<file path="src/rtl/tpc_defs.svh">
// register offsets, field positions, reset values and timing counts
`ifndef TPC_DEFS_SVH
`define TPC_DEFS_SVH
`define TPC_IDX_COMMON_CONTROL 8'h01
`define TPC_ADDR_COMMON_CONTROL 12'h004
`define TPC_ADDR_MODE_CTRL 12'h008
`define TPC_ADDR_IRQ_STATUS 12'h00C
`define TPC_ADDR_IRQ_CLEAR 12'h010
`define TPC_ADDR_IRQ_ENABLE 12'h014
`define TPC_ADDR_OUT_STATE 12'h018
`define TPC_BIT_LONG_LEVEL 0
`define TPC_BIT_SHORT_LEVEL 1
`define TPC_BIT_SUB_LO 2
`define TPC_BIT_SUB_HI 3
`define TPC_CTRL_RESET 4'h0
`define TPC_FILT4_CYCLES 4
`define TPC_FILT8_CYCLES 8
`define TPC_PSLVERR_UNMAPPED 1'b1
`endif

</file>
<file path="src/rtl/tpc_pkg.sv">
// types shared by the timer pair common control block
package tpc_pkg;
  typedef enum logic [1:0] {
    TPC_SUB_NORMAL,
    TPC_SUB_PINGPONG,
    TPC_SUB_FORCE_LOW,
    TPC_SUB_FORCE_HIGH
  } tpc_submode_t;
  typedef enum logic [1:0] {
    TPC_FILT_NONE,
    TPC_FILT_4,
    TPC_FILT_8,
    TPC_FILT_RSVD
  } tpc_filter_t;
  typedef struct packed {
    logic [1:0] submode;
    logic short_output_start_level;
    logic long_output_start_level;
  } tpc_ctrl_t;
  typedef struct packed {
    logic rise;
    logic fall;
  } tpc_edges_t;
endpackage
</file>
<file path="src/rtl/tpc_common_control.sv">
// timer pair common control register with apb slave and edge interrupts
`timescale 1ns/1ps
`include "tpc_defs.svh"
// Summary of operation
// - the pair is in transmit mode when the mode result is zero, else in demodulation mode.
// - in transmit mode bits 3:2 pick normal, ping-pong, force long output low or high.
// - in demodulation mode bits 3:2 pick no filter, 4-cycle, 8-cycle filter or reserved.
// - in transmit mode bit 1 is read/write and sets the short timer output start level.
// - in transmit mode bit 0 is read/write and sets the long timer output start level.
// - in demodulation mode bit 1 reads a sticky rising-edge flag, zero after reset.
// - in demodulation mode writing one to bit 1 clears the rising flag, zero does nothing.
// - in demodulation mode bit 0 reads a sticky falling-edge flag; writing zero does nothing.
module tpc_common_control
  import tpc_pkg::*;
(
  input wire logic pclk,
  input wire logic presetn,
  input wire logic psel,
  input wire logic penable,
  input wire logic pwrite,
  input wire logic [11:0] paddr,
  input wire logic [31:0] pwdata,
  output logic [31:0] prdata,
  output logic pready,
  output logic pslverr,
  input wire logic demod_input,
  output logic demod_mode,
  output tpc_submode_t long_timer_submode,
  output logic short_timer_output,
  output logic long_timer_output,
  output logic irq
);
  // ***************************************************************
  // state
  // ***************************************************************
  typedef struct packed {
    tpc_ctrl_t ctrl;
    logic mode;
    tpc_edges_t flags;
    tpc_edges_t status;
    tpc_edges_t enable;
    logic [31:0] rdata;
    logic ready;
    logic err;
    logic demod;
    tpc_submode_t sub;
    logic short_out;
    logic long_out;
    logic irq;
  } tpc_state_t;
  tpc_state_t st;
  tpc_state_t next_st;
  logic filtered;
  tpc_edges_t edges;
  logic wr;
  logic rd;
  tpc_edges_t clr;
  // ***************************************************************
  // input path
  // ***************************************************************
  // filter also synchronises the pin; edge logic never sees the raw input
  tpc_glitch_filter u_filter (
    .pclk(pclk),
    .presetn(presetn),
    .raw_in(demod_input),
    .filter_sel(tpc_filter_t'(st.ctrl.submode)),
    .filtered(filtered)
  );
  tpc_edge_detect u_edges (
    .pclk(pclk),
    .presetn(presetn),
    .level_in(filtered),
    .edges(edges)
  );
  // ***************************************************************
  // next state
  // ***************************************************************
  always_comb begin
    next_st = st;
    wr = psel & penable & pwrite & ~st.ready;
    rd = psel & penable & ~pwrite & ~st.ready;
    clr = '0;
    next_st.ready = psel & penable & ~st.ready;
    next_st.err = 1'b0;
    if (wr || rd) begin
      case (paddr)
        `TPC_ADDR_COMMON_CONTROL, `TPC_ADDR_MODE_CTRL, `TPC_ADDR_IRQ_STATUS,
        `TPC_ADDR_IRQ_CLEAR, `TPC_ADDR_IRQ_ENABLE, `TPC_ADDR_OUT_STATE: begin
          next_st.err = 1'b0;
        end
        default: begin
          next_st.err = `TPC_PSLVERR_UNMAPPED;
        end
      endcase
    end
    if (wr) begin
      case (paddr)
        `TPC_ADDR_COMMON_CONTROL: begin
          next_st.ctrl.submode = pwdata[`TPC_BIT_SUB_HI:`TPC_BIT_SUB_LO];
          if (!st.mode) begin
            next_st.ctrl.short_output_start_level = pwdata[`TPC_BIT_SHORT_LEVEL];
            next_st.ctrl.long_output_start_level = pwdata[`TPC_BIT_LONG_LEVEL];
          end else begin
            clr.rise = pwdata[`TPC_BIT_SHORT_LEVEL];
            clr.fall = pwdata[`TPC_BIT_LONG_LEVEL];
          end
        end
        `TPC_ADDR_MODE_CTRL: begin
          next_st.mode = |pwdata[7:0];
        end
        `TPC_ADDR_IRQ_CLEAR: begin
          next_st.status.rise = st.status.rise & ~pwdata[1];
          next_st.status.fall = st.status.fall & ~pwdata[0];
        end
        `TPC_ADDR_IRQ_ENABLE: begin
          next_st.enable.rise = pwdata[1];
          next_st.enable.fall = pwdata[0];
        end
        default: begin
        end
      endcase
    end
    // sticky flags: a detected edge wins over a clear in the same cycle
    if (st.mode) begin
      next_st.flags.rise = edges.rise | (st.flags.rise & ~clr.rise);
      next_st.flags.fall = edges.fall | (st.flags.fall & ~clr.fall);
      next_st.status.rise = edges.rise | next_st.status.rise;
      next_st.status.fall = edges.fall | next_st.status.fall;
    end
    if (rd) begin
      next_st.rdata = 32'h0000_0000;
      case (paddr)
        `TPC_ADDR_COMMON_CONTROL: begin
          next_st.rdata[`TPC_BIT_SUB_HI:`TPC_BIT_SUB_LO] = st.ctrl.submode;
          if (!st.mode) begin
            next_st.rdata[`TPC_BIT_SHORT_LEVEL] = st.ctrl.short_output_start_level;
            next_st.rdata[`TPC_BIT_LONG_LEVEL] = st.ctrl.long_output_start_level;
          end else begin
            next_st.rdata[`TPC_BIT_SHORT_LEVEL] = st.flags.rise;
            next_st.rdata[`TPC_BIT_LONG_LEVEL] = st.flags.fall;
          end
        end
        `TPC_ADDR_MODE_CTRL: next_st.rdata[0] = st.mode;
        `TPC_ADDR_IRQ_STATUS: next_st.rdata[1:0] = st.status;
        `TPC_ADDR_IRQ_ENABLE: next_st.rdata[1:0] = st.enable;
        `TPC_ADDR_OUT_STATE: next_st.rdata[1:0] = {st.short_out, st.long_out};
        default: next_st.rdata = 32'h0000_0000;
      endcase
    end
    // outputs: short at its start level; long at its start level in normal and ping-pong, forced otherwise; both low in demod
    next_st.demod = st.mode;
    next_st.sub = tpc_submode_t'(st.ctrl.submode);
    next_st.short_out = st.ctrl.short_output_start_level;
    case (tpc_submode_t'(st.ctrl.submode))
      TPC_SUB_FORCE_LOW: next_st.long_out = 1'b0;
      TPC_SUB_FORCE_HIGH: next_st.long_out = 1'b1;
      default: next_st.long_out = st.ctrl.long_output_start_level;
    endcase
    if (st.mode) begin
      next_st.sub = TPC_SUB_NORMAL;
      next_st.short_out = 1'b0;
      next_st.long_out = 1'b0;
    end
    next_st.irq = |(next_st.status & next_st.enable);
  end
  // ***************************************************************
  // registers
  // ***************************************************************
  always_ff @(posedge pclk or negedge presetn) begin
    if (!presetn) begin
      st <= '0;
    end else begin
      st <= next_st;
    end
  end
  assign prdata = st.rdata;
  assign pready = st.ready;
  assign pslverr = st.err;
  assign demod_mode = st.demod;
  assign long_timer_submode = st.sub;
  assign short_timer_output = st.short_out;
  assign long_timer_output = st.long_out;
  assign irq = st.irq;
endmodule

</file>
<file path="src/rtl/tpc_edge_detect.sv">
// edge detector on the filtered demodulator input
`timescale 1ns/1ps
module tpc_edge_detect
  import tpc_pkg::*;
(
  input wire logic pclk,
  input wire logic presetn,
  input wire logic level_in,
  output tpc_edges_t edges
);
  typedef struct packed {
    logic prev;
  } tpc_ed_state_t;
  tpc_ed_state_t st;
  tpc_ed_state_t next_st;
  always_comb begin
    next_st.prev = level_in;
  end
  always_ff @(posedge pclk or negedge presetn) begin
    if (!presetn) begin
      st <= '0;
    end else begin
      st <= next_st;
    end
  end
  assign edges.rise = level_in & ~st.prev;
  assign edges.fall = ~level_in & st.prev;
endmodule

</file>
<file path="src/rtl/tpc_glitch_filter.sv">
// input synchroniser and pulse-width glitch filter
`timescale 1ns/1ps
`include "tpc_defs.svh"
module tpc_glitch_filter
  import tpc_pkg::*;
(
  input wire logic pclk,
  input wire logic presetn,
  input wire logic raw_in,
  input wire tpc_filter_t filter_sel,
  output logic filtered
);
  typedef struct packed {
    logic sync1;
    logic sync2;
    logic [3:0] cnt;
    logic level;
  } tpc_gf_state_t;
  tpc_gf_state_t st;
  tpc_gf_state_t next_st;
  logic [3:0] need;
  always_comb begin
    next_st = st;
    need = 4'h0;
    next_st.sync1 = raw_in;
    next_st.sync2 = st.sync1;
    case (filter_sel)
      TPC_FILT_4: need = 4'(`TPC_FILT4_CYCLES);
      TPC_FILT_8: need = 4'(`TPC_FILT8_CYCLES);
      default: need = 4'h0;
    endcase
    // a new level must stand need cycles before it is passed on
    if (st.sync2 == st.level) begin
      next_st.cnt = 4'h0;
    end else if (need == 4'h0 || st.cnt + 4'h1 >= need) begin
      next_st.level = st.sync2;
      next_st.cnt = 4'h0;
    end else begin
      next_st.cnt = st.cnt + 4'h1;
    end
  end
  always_ff @(posedge pclk or negedge presetn) begin
    if (!presetn) begin
      st <= '0;
    end else begin
      st <= next_st;
    end
  end
  assign filtered = st.level;
endmodule

</file>
<file path="config.mk">
export PLATFORM = sky130hd
export DESIGN_NAME = tpc_common_control
export DESIGN_NICKNAME = d
export VERILOG_FILES = /design/src/rtl/tpc_pkg.sv /design/src/rtl/tpc_common_control.sv /design/src/rtl/tpc_edge_detect.sv /design/src/rtl/tpc_glitch_filter.sv
export VERILOG_INCLUDE_DIRS = /design/src /design/src/rtl
export SDC_FILE = /design/constraint.sdc
export NUM_CORES = 1
export LEC_CHECK = 0
export ABC_AREA = 1
export CELL_PAD_IN_SITES_DETAIL_PLACEMENT = 1
export CELL_PAD_IN_SITES_GLOBAL_PLACEMENT = 1
export CORE_UTILIZATION = 38
export DETAILED_ROUTE_END_ITERATION = 6
export DONT_BUFFER_PORTS = 1
export PLACE_DENSITY_LB_ADDON = 0.1
export SLEW_MARGIN = 10
export SYNTH_ARGS = -nofsm -noshare
export SYNTH_HDL_FRONTEND = slang
export SYNTH_SLANG_ARGS = --single-unit
</file>
<file path="constraint.sdc">
create_clock -name pclk -period 3.1 [get_ports pclk]
set_clock_uncertainty 0.1 [all_clocks]
set_input_delay 0.31 -clock pclk [delete_from_list [all_inputs] [get_ports pclk]]
set_output_delay 0.31 -clock pclk [all_outputs]
set_load 0.005 [all_outputs]
</file>
# --- Yosys cells after proc, flatten, opt, wreduce, memory -nomap -nowiden ---
# Index checks and enable logic that the tools add are counted.
totals:
  elab_cells: 90
  output_inout_bits: 40
  reg_bits: 31
  inputBits: 50
classes:
  n_reduce_logical: 10
  n_bitwise: 27
  mux: 18
  n_eq_ne: 10
  n_addsub: 1
  order_cmp: 1
op_table:
  columns: ["cell", "count"]
  rows:
  - ["equality test 12 x 5 -> 1 bit, second input constant", 3]
  - ["equality test 12 x 4 -> 1 bit, second input constant", 2]
  - ["two-way mux 2 bit", 8]
  - ["two-way mux 4 bit", 4]
  - ["AND 1 bit", 12]
  - ["equality test 12 x 3 -> 1 bit, second input constant", 1]
  - ["NOT 1 bit", 10]
  - ["one-hot mux 4 bit (2 select lines)", 1]
  - ["OR reduction 8 bit", 1]
  - ["AND reduction 2 bit", 3]
  - ["OR reduction 6 bit", 1]
  - ["one-hot mux 1 bit (5 select lines)", 1]
  - ["adder 4 x 1 -> 4 bit, second input constant", 1]
  - ["equality test 2 bit, second input constant", 2]
  - [">= comparator 4 bit", 1]
  - ["logical NOT 4 bit", 1]
  - ["bitwise OR 1 bit", 4]
  - ["one-hot mux 1 bit (4 select lines)", 1]
  - ["AND reduction 3 bit", 1]
  - ["AND 2 bit", 1]
  - ["equality test 2 x 1 -> 1 bit, second input constant", 1]
  - ["logical OR 1 bit", 2]
  - ["two-way mux 1 bit", 2]
  - ["one-hot mux 1 bit (2 select lines)", 1]
  - ["2 further kinds", 2]

# --- Longest topological paths before layout ---
# Gate-level depths: netlist of run 1.
depth:
  ltp_word: 8
  mapped_depth: 9
  ltp_nobuf: 9

# --- Cells and area by module ---
# A second synthesis of run 1 with hierarchy kept.
hier_totals:
  hier_cells: 242
  hier_area_um2: 1908.1
by_module_without_submodules:
  columns: ["mod", "seq_area_each_um2", "area_each_um2", "n_inst", "cells_each"]
  rows:
  - ["tpc_common_control", 575.6, 1478.9, 1, 193]
  - ["tpc_glitch_filter", 175.2, 389.1, 1, 44]
  - ["tpc_edge_detect", 25.0, 40.0, 1, 5]

# --- Least setup slack after synthesis of run 1 ---
# No wires, ideal clock.
synth_timing:
  kind: "register -> register"
  startpoint: "register u_filter.st[1] in the netlist's numbering"
  endpoint: "register u_filter.st[2] in the netlist's numbering"
  slack_ps: 1339
  t_required_ps: 2912
  arrival_time_ps: 1573
  path_stages_with_launch: 8
  period_less_slack_ps: 1761
  setup_time_ps: 88
  n_path_buf: 0
  cell_sequence: "dfrtp_1 > ha_1 > xnor2_1 > ha_1 > nand2_1 > nand2_1 > a211o_1 > nor3b_1"
synth_lines:
  columns: ["element", "line", "rtl"]
  rows:
  - ["start: declaration", "tpc_glitch_filter.sv:19", "tpc_gf_state_t st;"]
  - ["start signal: assignment", "tpc_glitch_filter.sv:46", "st <= next_st;"]

# --- Worst setup path after layout of run 1 ---
layout_timing:
  startpoint: "register u_filter.st[1] in the netlist's numbering"
  endpoint: "register u_filter.st (netlist bit u_filter.filtered)"
layout_between:
  elab_chain_len: 4
layout_rtl:
  columns: ["element", "line", "rtl"]
  rows:
  - ["adder 4 x 1 -> 4 bit", "tpc_glitch_filter.sv:35", "end else if (need == 4'h0 || st.cnt + 4'h1 >= need) begin"]
  - [">= comparator 4 bit", "tpc_glitch_filter.sv:35", null]
  - ["logical OR 1 bit", "tpc_glitch_filter.sv:35", null]
  - ["AND reduction 2 bit (no line)", null, null]
# No other way between the ends.
# A chain may end at the register's enable or synchronous reset.

==> impl_metrics.tcl, run 1 <==
set metrics [dict create \
    drv_cap 0 \
    io_buffers 0 \
    die_x_um 71.6 \
    r2r-start "u_filter.st[1]" \
    start_util_pct 40.9 \
    fin_nets 277 \
    hold_violations 0 \
    leakage_nw 0.972 \
    track_usage_pct 14.9 \
    ant_nets 0 \
    insertion_delay_ns 0.28 \
    syn_inst 220 \
    startpoint "u_filter.st[1]" \
    fin_crit_sh_pct 61.6 \
    fp.dieH_um 71.6 \
    startpoint_type "flip-flop" \
    design.die.area_mm2 0.00513 \
    routed_wl_mm 3.53 \
    area_growth_pct 2.51 \
    cts_tree "built" \
    postSynthAreaPerCell_um2 8.37 \
    r2r_slack_ns 1.19 \
    period_minus_slack_ns 1.91 \
    layout-drive-gt1-share_pct 12.1 \
    dp_cells 264 \
    cts_sinks 31 \
    ys_seq_area_share_pct 42.1 \
    placementRows 24 \
    ys_ff_latch 31 \
    grt-ovfl-total 0 \
    grt_pass1_vias 1261 \
    root_buffer "clkbuf_8" \
    grt_pass1_wl_mm 5.74 \
    setup_viol 0 \
    drc 0 \
    endpoint_kind "flip-flop" \
    cts_buffers 5 \
    vias 1289 \
    crit_fanout 6 \
    power_density_mw_per_mm2 428 \
    r2r_end "u_filter.filtered" \
    fmax_mhz 524 \
    ys_warn_count 0 \
    diodes 0 \
    drt_first_pass_iters 4 \
    routedWlPerCell_um 12.8 \
    hpwlAfterDp_mm 2.87 \
    synth_cell_type_count 29 \
    fin_ws_ns 1.19 \
    dp_slack_ns 1.18 \
    routabilityCongestion 0.821 \
    worst_r2r_path_depth 8 \
    io_pins 90 \
    clkTransAtPathRegs_ns 0.06 \
    antenna_found_initial 0 \
    required_ns 3.16 \
    rsz0062_at_grt "no" \
    ctsLongestPathBuffers 2 \
    setup.worst_path.end "u_filter.filtered" \
    cp.arrival_ns 1.97 \
    drt_iter0_markers 44 \
    grt_max_degree 32 \
    status "complete, no violations" \
    cts_setup_buffers 0 \
    via_per_inst 4.69 \
    htreeDepth 2 \
    hold_class "in -> reg" \
    irDropWorstVdd_mv 0.313 \
    finalMaxSlewViolations 0 \
    criticalPathCategory "reg -> reg" \
    finalNonFillerCells 275 \
    tns_ns 0 \
    core_area_mm2 0.00450 \
    netlist_area_mm2 0.00184 \
]
-- per-stage QoR --
step	hold WS (ns)	util, %	total power [mW]	instance area (µm²)
after floorplan	-0.0856	-	0.478	1940
after detailed placement	-0.0849	38.8	0.458	1750
after global routing	0.0467	41.9	0.845	1890
after CTS	0.0458	41.9	0.822	1890
after global placement	-0.0849	38.8	0.457	1750
final	0.0519	41.9	0.808	1890
-- registers in the layout, summed over array words and instances (netlist names) --
signal	count
short_timer_output	1
st	10
long_timer_output	1
pready	1
prdata	4
irq	1
pslverr	1
u_filter.filtered	1
u_filter.st	5
long_timer_submode	2
next_st	1
u_filter.next_st	1
demod_mode	1
u_edges.st	1
-- cell families (layout without fill, tap and decap cells) --
logic type                 count (synthesis)  in the layout  synth area share [%]
other                                      1             28                 0.204
and+or+nand+nor                          103            103                  28.3
adders and majority gates                  5              5                  3.40
AOI/OAI and AO/OA                         19             19                  5.71
xor gates and xnor gates                   3              3                  1.43
DFF                                       31             31                  42.1
buffers and inverters                     58             34                  18.9
-- layout by cell type (no fill, tap or decap), drive strengths merged, types with 2 or more instances in the layout --
cell / n
nor4: 2
xnor2: 2
nor3: 4
o21ai: 14
nand3: 13
conb: 28
ha: 5
nand4: 2
nand2: 55
clkbuf: 8
dlygate4sd3: 2
inv: 22
dfrtp: 31
a21oi: 3
nor2: 26
-- what timing repair did --
action,4_1_cts,5_1_grt
hold buffers,3,0
hold endpoints to repair,32,0
resized for setup,0,0
-- critical path, cell delays in order, from the launching register on --
cell     delay, ns
dfrtp_1       0.40
ha_1          0.23
xnor2_1       0.20
ha_1          0.26
nand2_1       0.06
nand2_1       0.05
a211o_1       0.33
nand2_1       0.08
o21ai_0       0.08
-- layout make-up --
| type | instances | area, µm² |
|---|---|---|
| fillers | 561 | 2620 |
| multi-input cells | 158 | 820 |
| flip-flops and latches | 31 | 776 |
| clock buffers | 8 | 100 |
| inverters | 23 | 87.6 |
| well taps | 52 | 65.1 |
| repair buffers | 3 | 40.0 |
-- cells in the mapped netlist --
cell type / count / area share [%]
nand2_2: 1 / 0.34
nor2_4: 3 / 1.8
nand2_1: 51 / 10
buf_2: 1 / 0.27
ha_1: 5 / 3.4
nand2_4: 3 / 1.8
xnor2_1: 2 / 0.95
a211o_1: 1 / 0.48
o21ai_2: 1 / 0.48
o21ai_1: 7 / 1.9
o21bai_1: 1 / 0.41
nor4_1: 2 / 0.68
inv_1: 22 / 4.5
xor2_1: 1 / 0.48
nor2_1: 15 / 3.1
nor2_8: 1 / 1.1
nor2_2: 7 / 2.4
nor3_1: 4 / 1.1
buf_4: 34 / 14
nand3_2: 1 / 0.54
nand3_1: 11 / 3.0
conb_1: 1 / 0.20
nor3b_1: 1 / 0.41
o21ai_0: 6 / 1.6
a21oi_1: 3 / 0.81
nand4_1: 2 / 0.68
dfrtp_1: 31 / 42
clkinv_2: 1 / 0.27
nand3_4: 1 / 0.95
-- routing by layer --
metal	part of all wire [%]	GRT usage [%]
met4	1.5	7.19
met2	50	24.7
met3	5.4	4.64
met1	43	17.5
met5	0	0
-- how the worst min path moves through the flow --
stage | cells past startpoint | start | end
2_1_floorplan | 0 | presetn | demod_mode
3_3_place_gp | 0 | presetn | long_timer_submode[0]
3_5_place_dp | 0 | presetn | prdata[2]
4_1_cts | 2 | pwdata[2] | st[49]
5_1_grt | 2 | pwdata[2] | st[49]
6_report | 2 | pwdata[2] | st[49]
-- report_power, final --
part	total, mW	switching (mW)	internal, mW
clock	0.345	0.143	0.202
combinational	0.0515	0.0378	0.0137
sequential	0.412	0.00304	0.409
total	0.808	0.183	0.625
Power figures use the tool's default switching activity.
==> run 2, diff against run 1 <==
==> constraint.sdc (replaced) <==
create_clock -name pclk -period 1.55 [get_ports pclk]
set_clock_uncertainty 0.1 [all_clocks]
set_input_delay 0.155 -clock pclk [delete_from_list [all_inputs] [get_ports pclk]]
set_output_delay 0.155 -clock pclk [all_outputs]
set_load 0.005 [all_outputs]
==> impl_metrics.tcl, run 2 (synthesized netlist as in run 1, its figures left out) <==
set metrics [dict create \
    grt_pass1_vias 1495 \
    r2r_end "u_filter.st[2]" \
    routed_wl_mm 3.92 \
    insertion_delay_ns 0.28 \
    clock_power_share_pct 42.2 \
    final_cell_mix "nand2_1, dfrtp_1, conb_1, inv_1, nor2_1" \
    hold_violations 0 \
    cts_tree "built" \
    fin_ws_ns -0.330 \
    p_comb_share_pct 7.5 \
    fmax_mhz 532 \
    criticalPathCategory "reg -> reg" \
    hold_class "in -> reg" \
    setup_viol 5 \
    area_growth_pct 12.4 \
    p_seq_share_pct 50.3 \
    period_minus_slack_ns 1.88 \
    track_usage_pct 17.1 \
    rsz0062_at_grt "yes" \
    design.die.area_mm2 0.00513 \
    r2r-start "u_filter.st[1]" \
    power_density_mw_per_mm2 792 \
    final_util_pct 45.9 \
    internal-power_mw 1.26 \
    finalMaxSlewViolations 0 \
    drv_cap 0 \
    fin_nets 291 \
    layout-drive-gt1-share_pct 19.0 \
    routedWlPerCell_um 13.6 \
    core_area_mm2 0.00450 \
    grt_max_degree 32 \
    grt_pass1_wl_mm 6.68 \
    cp.arrival_ns 1.98 \
    endpoint_kind "flip-flop" \
    leakage_nw 1.05 \
    cts_buffers 5 \
    startpoint "u_filter.st[1]" \
    worst_r2r_path_depth 7 \
    power.switching_mw 0.375 \
    io_buffers 0 \
    irDropWorstVdd_mv 0.417 \
    io_pins 90 \
    fp.dieH_um 71.6 \
    ctsLongestPathBuffers 2 \
    largest_register_ffs 10 \
    antenna_found_initial 0 \
    fillers 552 \
    final_area_mm2 0.00207 \
    r2r_slack_ns -0.33 \
    clkTransAtPathRegs_ns 0.06 \
    drc 0 \
    via_per_inst 4.65 \
    status "finished, violations left" \
    required_ns 1.65 \
    grt-ovfl-total 0 \
    violations "setup timing" \
    diodes 0 \
    sw_frac_of_total_pct 22.9 \
    ant_nets 0 \
    crit_fanout 6 \
    placed_area_mm2 0.00180 \
    placementRows 24 \
    cts_sinks 31 \
    drt_iter0_markers 41 \
    largest_register "st" \
    fin_crit_sh_pct 121 \
    startpoint_type "flip-flop" \
    htreeDepth 2 \
    hpwlAfterDp_mm 3.03 \
    final_common_cell "nand2_1" \
    setup.worst_path.end "u_filter.st[2]" \
    routabilityCongestion 0.817 \
    start_util_pct 40.9 \
    drt_first_pass_iters 4 \
    vias 1345 \
    root_buffer "clkbuf_8" \
    die_x_um 71.6 \
]
-- run 2: changes by cell type in the layout (fill, tap and decap cells not counted), moves of 2 or more --
cell | previous run | this run
nor2_4 | 3 | 5
nor3_1 | 4 | 2
nor3_2 | 0 | 2
dlygate4sd3_1 | 2 | 6
nand2_1 | 51 | 48
nor2_2 | 7 | 5
nand2_2 | 1 | 4
buf_4 | 0 | 9
-- run 2: worst min-delay path by stage --
stage / startpoint / to / slack [ns] / cells after the start
2_1_floorplan: presetn / demod_mode / -0.24 / 0
3_3_place_gp: presetn / long_timer_submode[0] / -0.24 / 0
3_5_place_dp: presetn / long_timer_submode[0] / -0.24 / 0
4_1_cts: pwdata[6] / next_st[5] / 0.01 / 4
5_1_grt: pwdata[6] / next_st[5] / 0.03 / 4
6_report: pwdata[6] / next_st[5] / 0.006 / 4
-- run 2: per-stage QoR --
step / setup WS [ns] / total power [mW] / TNS (ns) / instances / hold slack (ns)
6_report: -0.330 / 1.64 / -1.45 / 289 / 0.00561
4_1_cts: -0.314 / 1.65 / -1.49 / 286 / 0.00952
5_1_grt: -0.417 / 1.72 / -1.95 / 289 / 0.0308
2_1_floorplan: -0.169 / 0.956 / -0.703 / 247 / -0.241
3_3_place_gp: -0.216 / 0.914 / -0.965 / 269 / -0.240
3_5_place_dp: -0.310 / 0.916 / -1.42 / 269 / -0.240
-- run 2: cell type report --
type / count / area (µm²) / area share, %
multi-input combinational: 158 / 881 / 42.6
sequential: 31 / 776 / 37.5
timing repair buffer: 17 / 160 / 7.74
clock buffer: 8 / 100 / 4.84
inverter: 23 / 87.6 / 4.23
tap: 52 / 65.1 / 3.14
-- run 2: power by group through the flow --
| stage | Clock (mW) | Sequential (mW) | Combinational (mW) |
|---|---|---|---|
| 6_report | 0.691 | 0.824 | 0.123 |
| 5_1_grt | 0.754 | 0.825 | 0.142 |
| 4_1_cts | 0.714 | 0.824 | 0.116 |
| 3_5_place_dp | 0 | 0.839 | 0.0771 |
| 3_3_place_gp | 0 | 0.839 | 0.0750 |
| 2_1_floorplan | 0 | 0.838 | 0.118 |
-- run 2: worst max-delay path: stages (launching register included) --
cell	delay, ns
dfrtp_1	0.42
ha_4	0.19
xnor2_2	0.13
ha_1	0.28
nand2_1	0.07
nand2_1	0.07
a211o_4	0.38
nor3b_2	0.18
-- run 2: metal layers --
| layer | GRT usage (%) | part of all wire, % |
|---|---|---|
| met4 | 6.54 | 1.3 |
| met5 | 0 | 0 |
| met1 | 18.8 | 41 |
| met3 | 4.92 | 4.9 |
| met2 | 31.1 | 53 |
-- run 2: what timing repair did --
action	CTS	global route
hold buffers	8	0
pin swaps	1	7
endpoints found under the setup margin	5	6
hold endpoints to repair	37	0
setup buffers	1	3
gates resized for setup	2	10
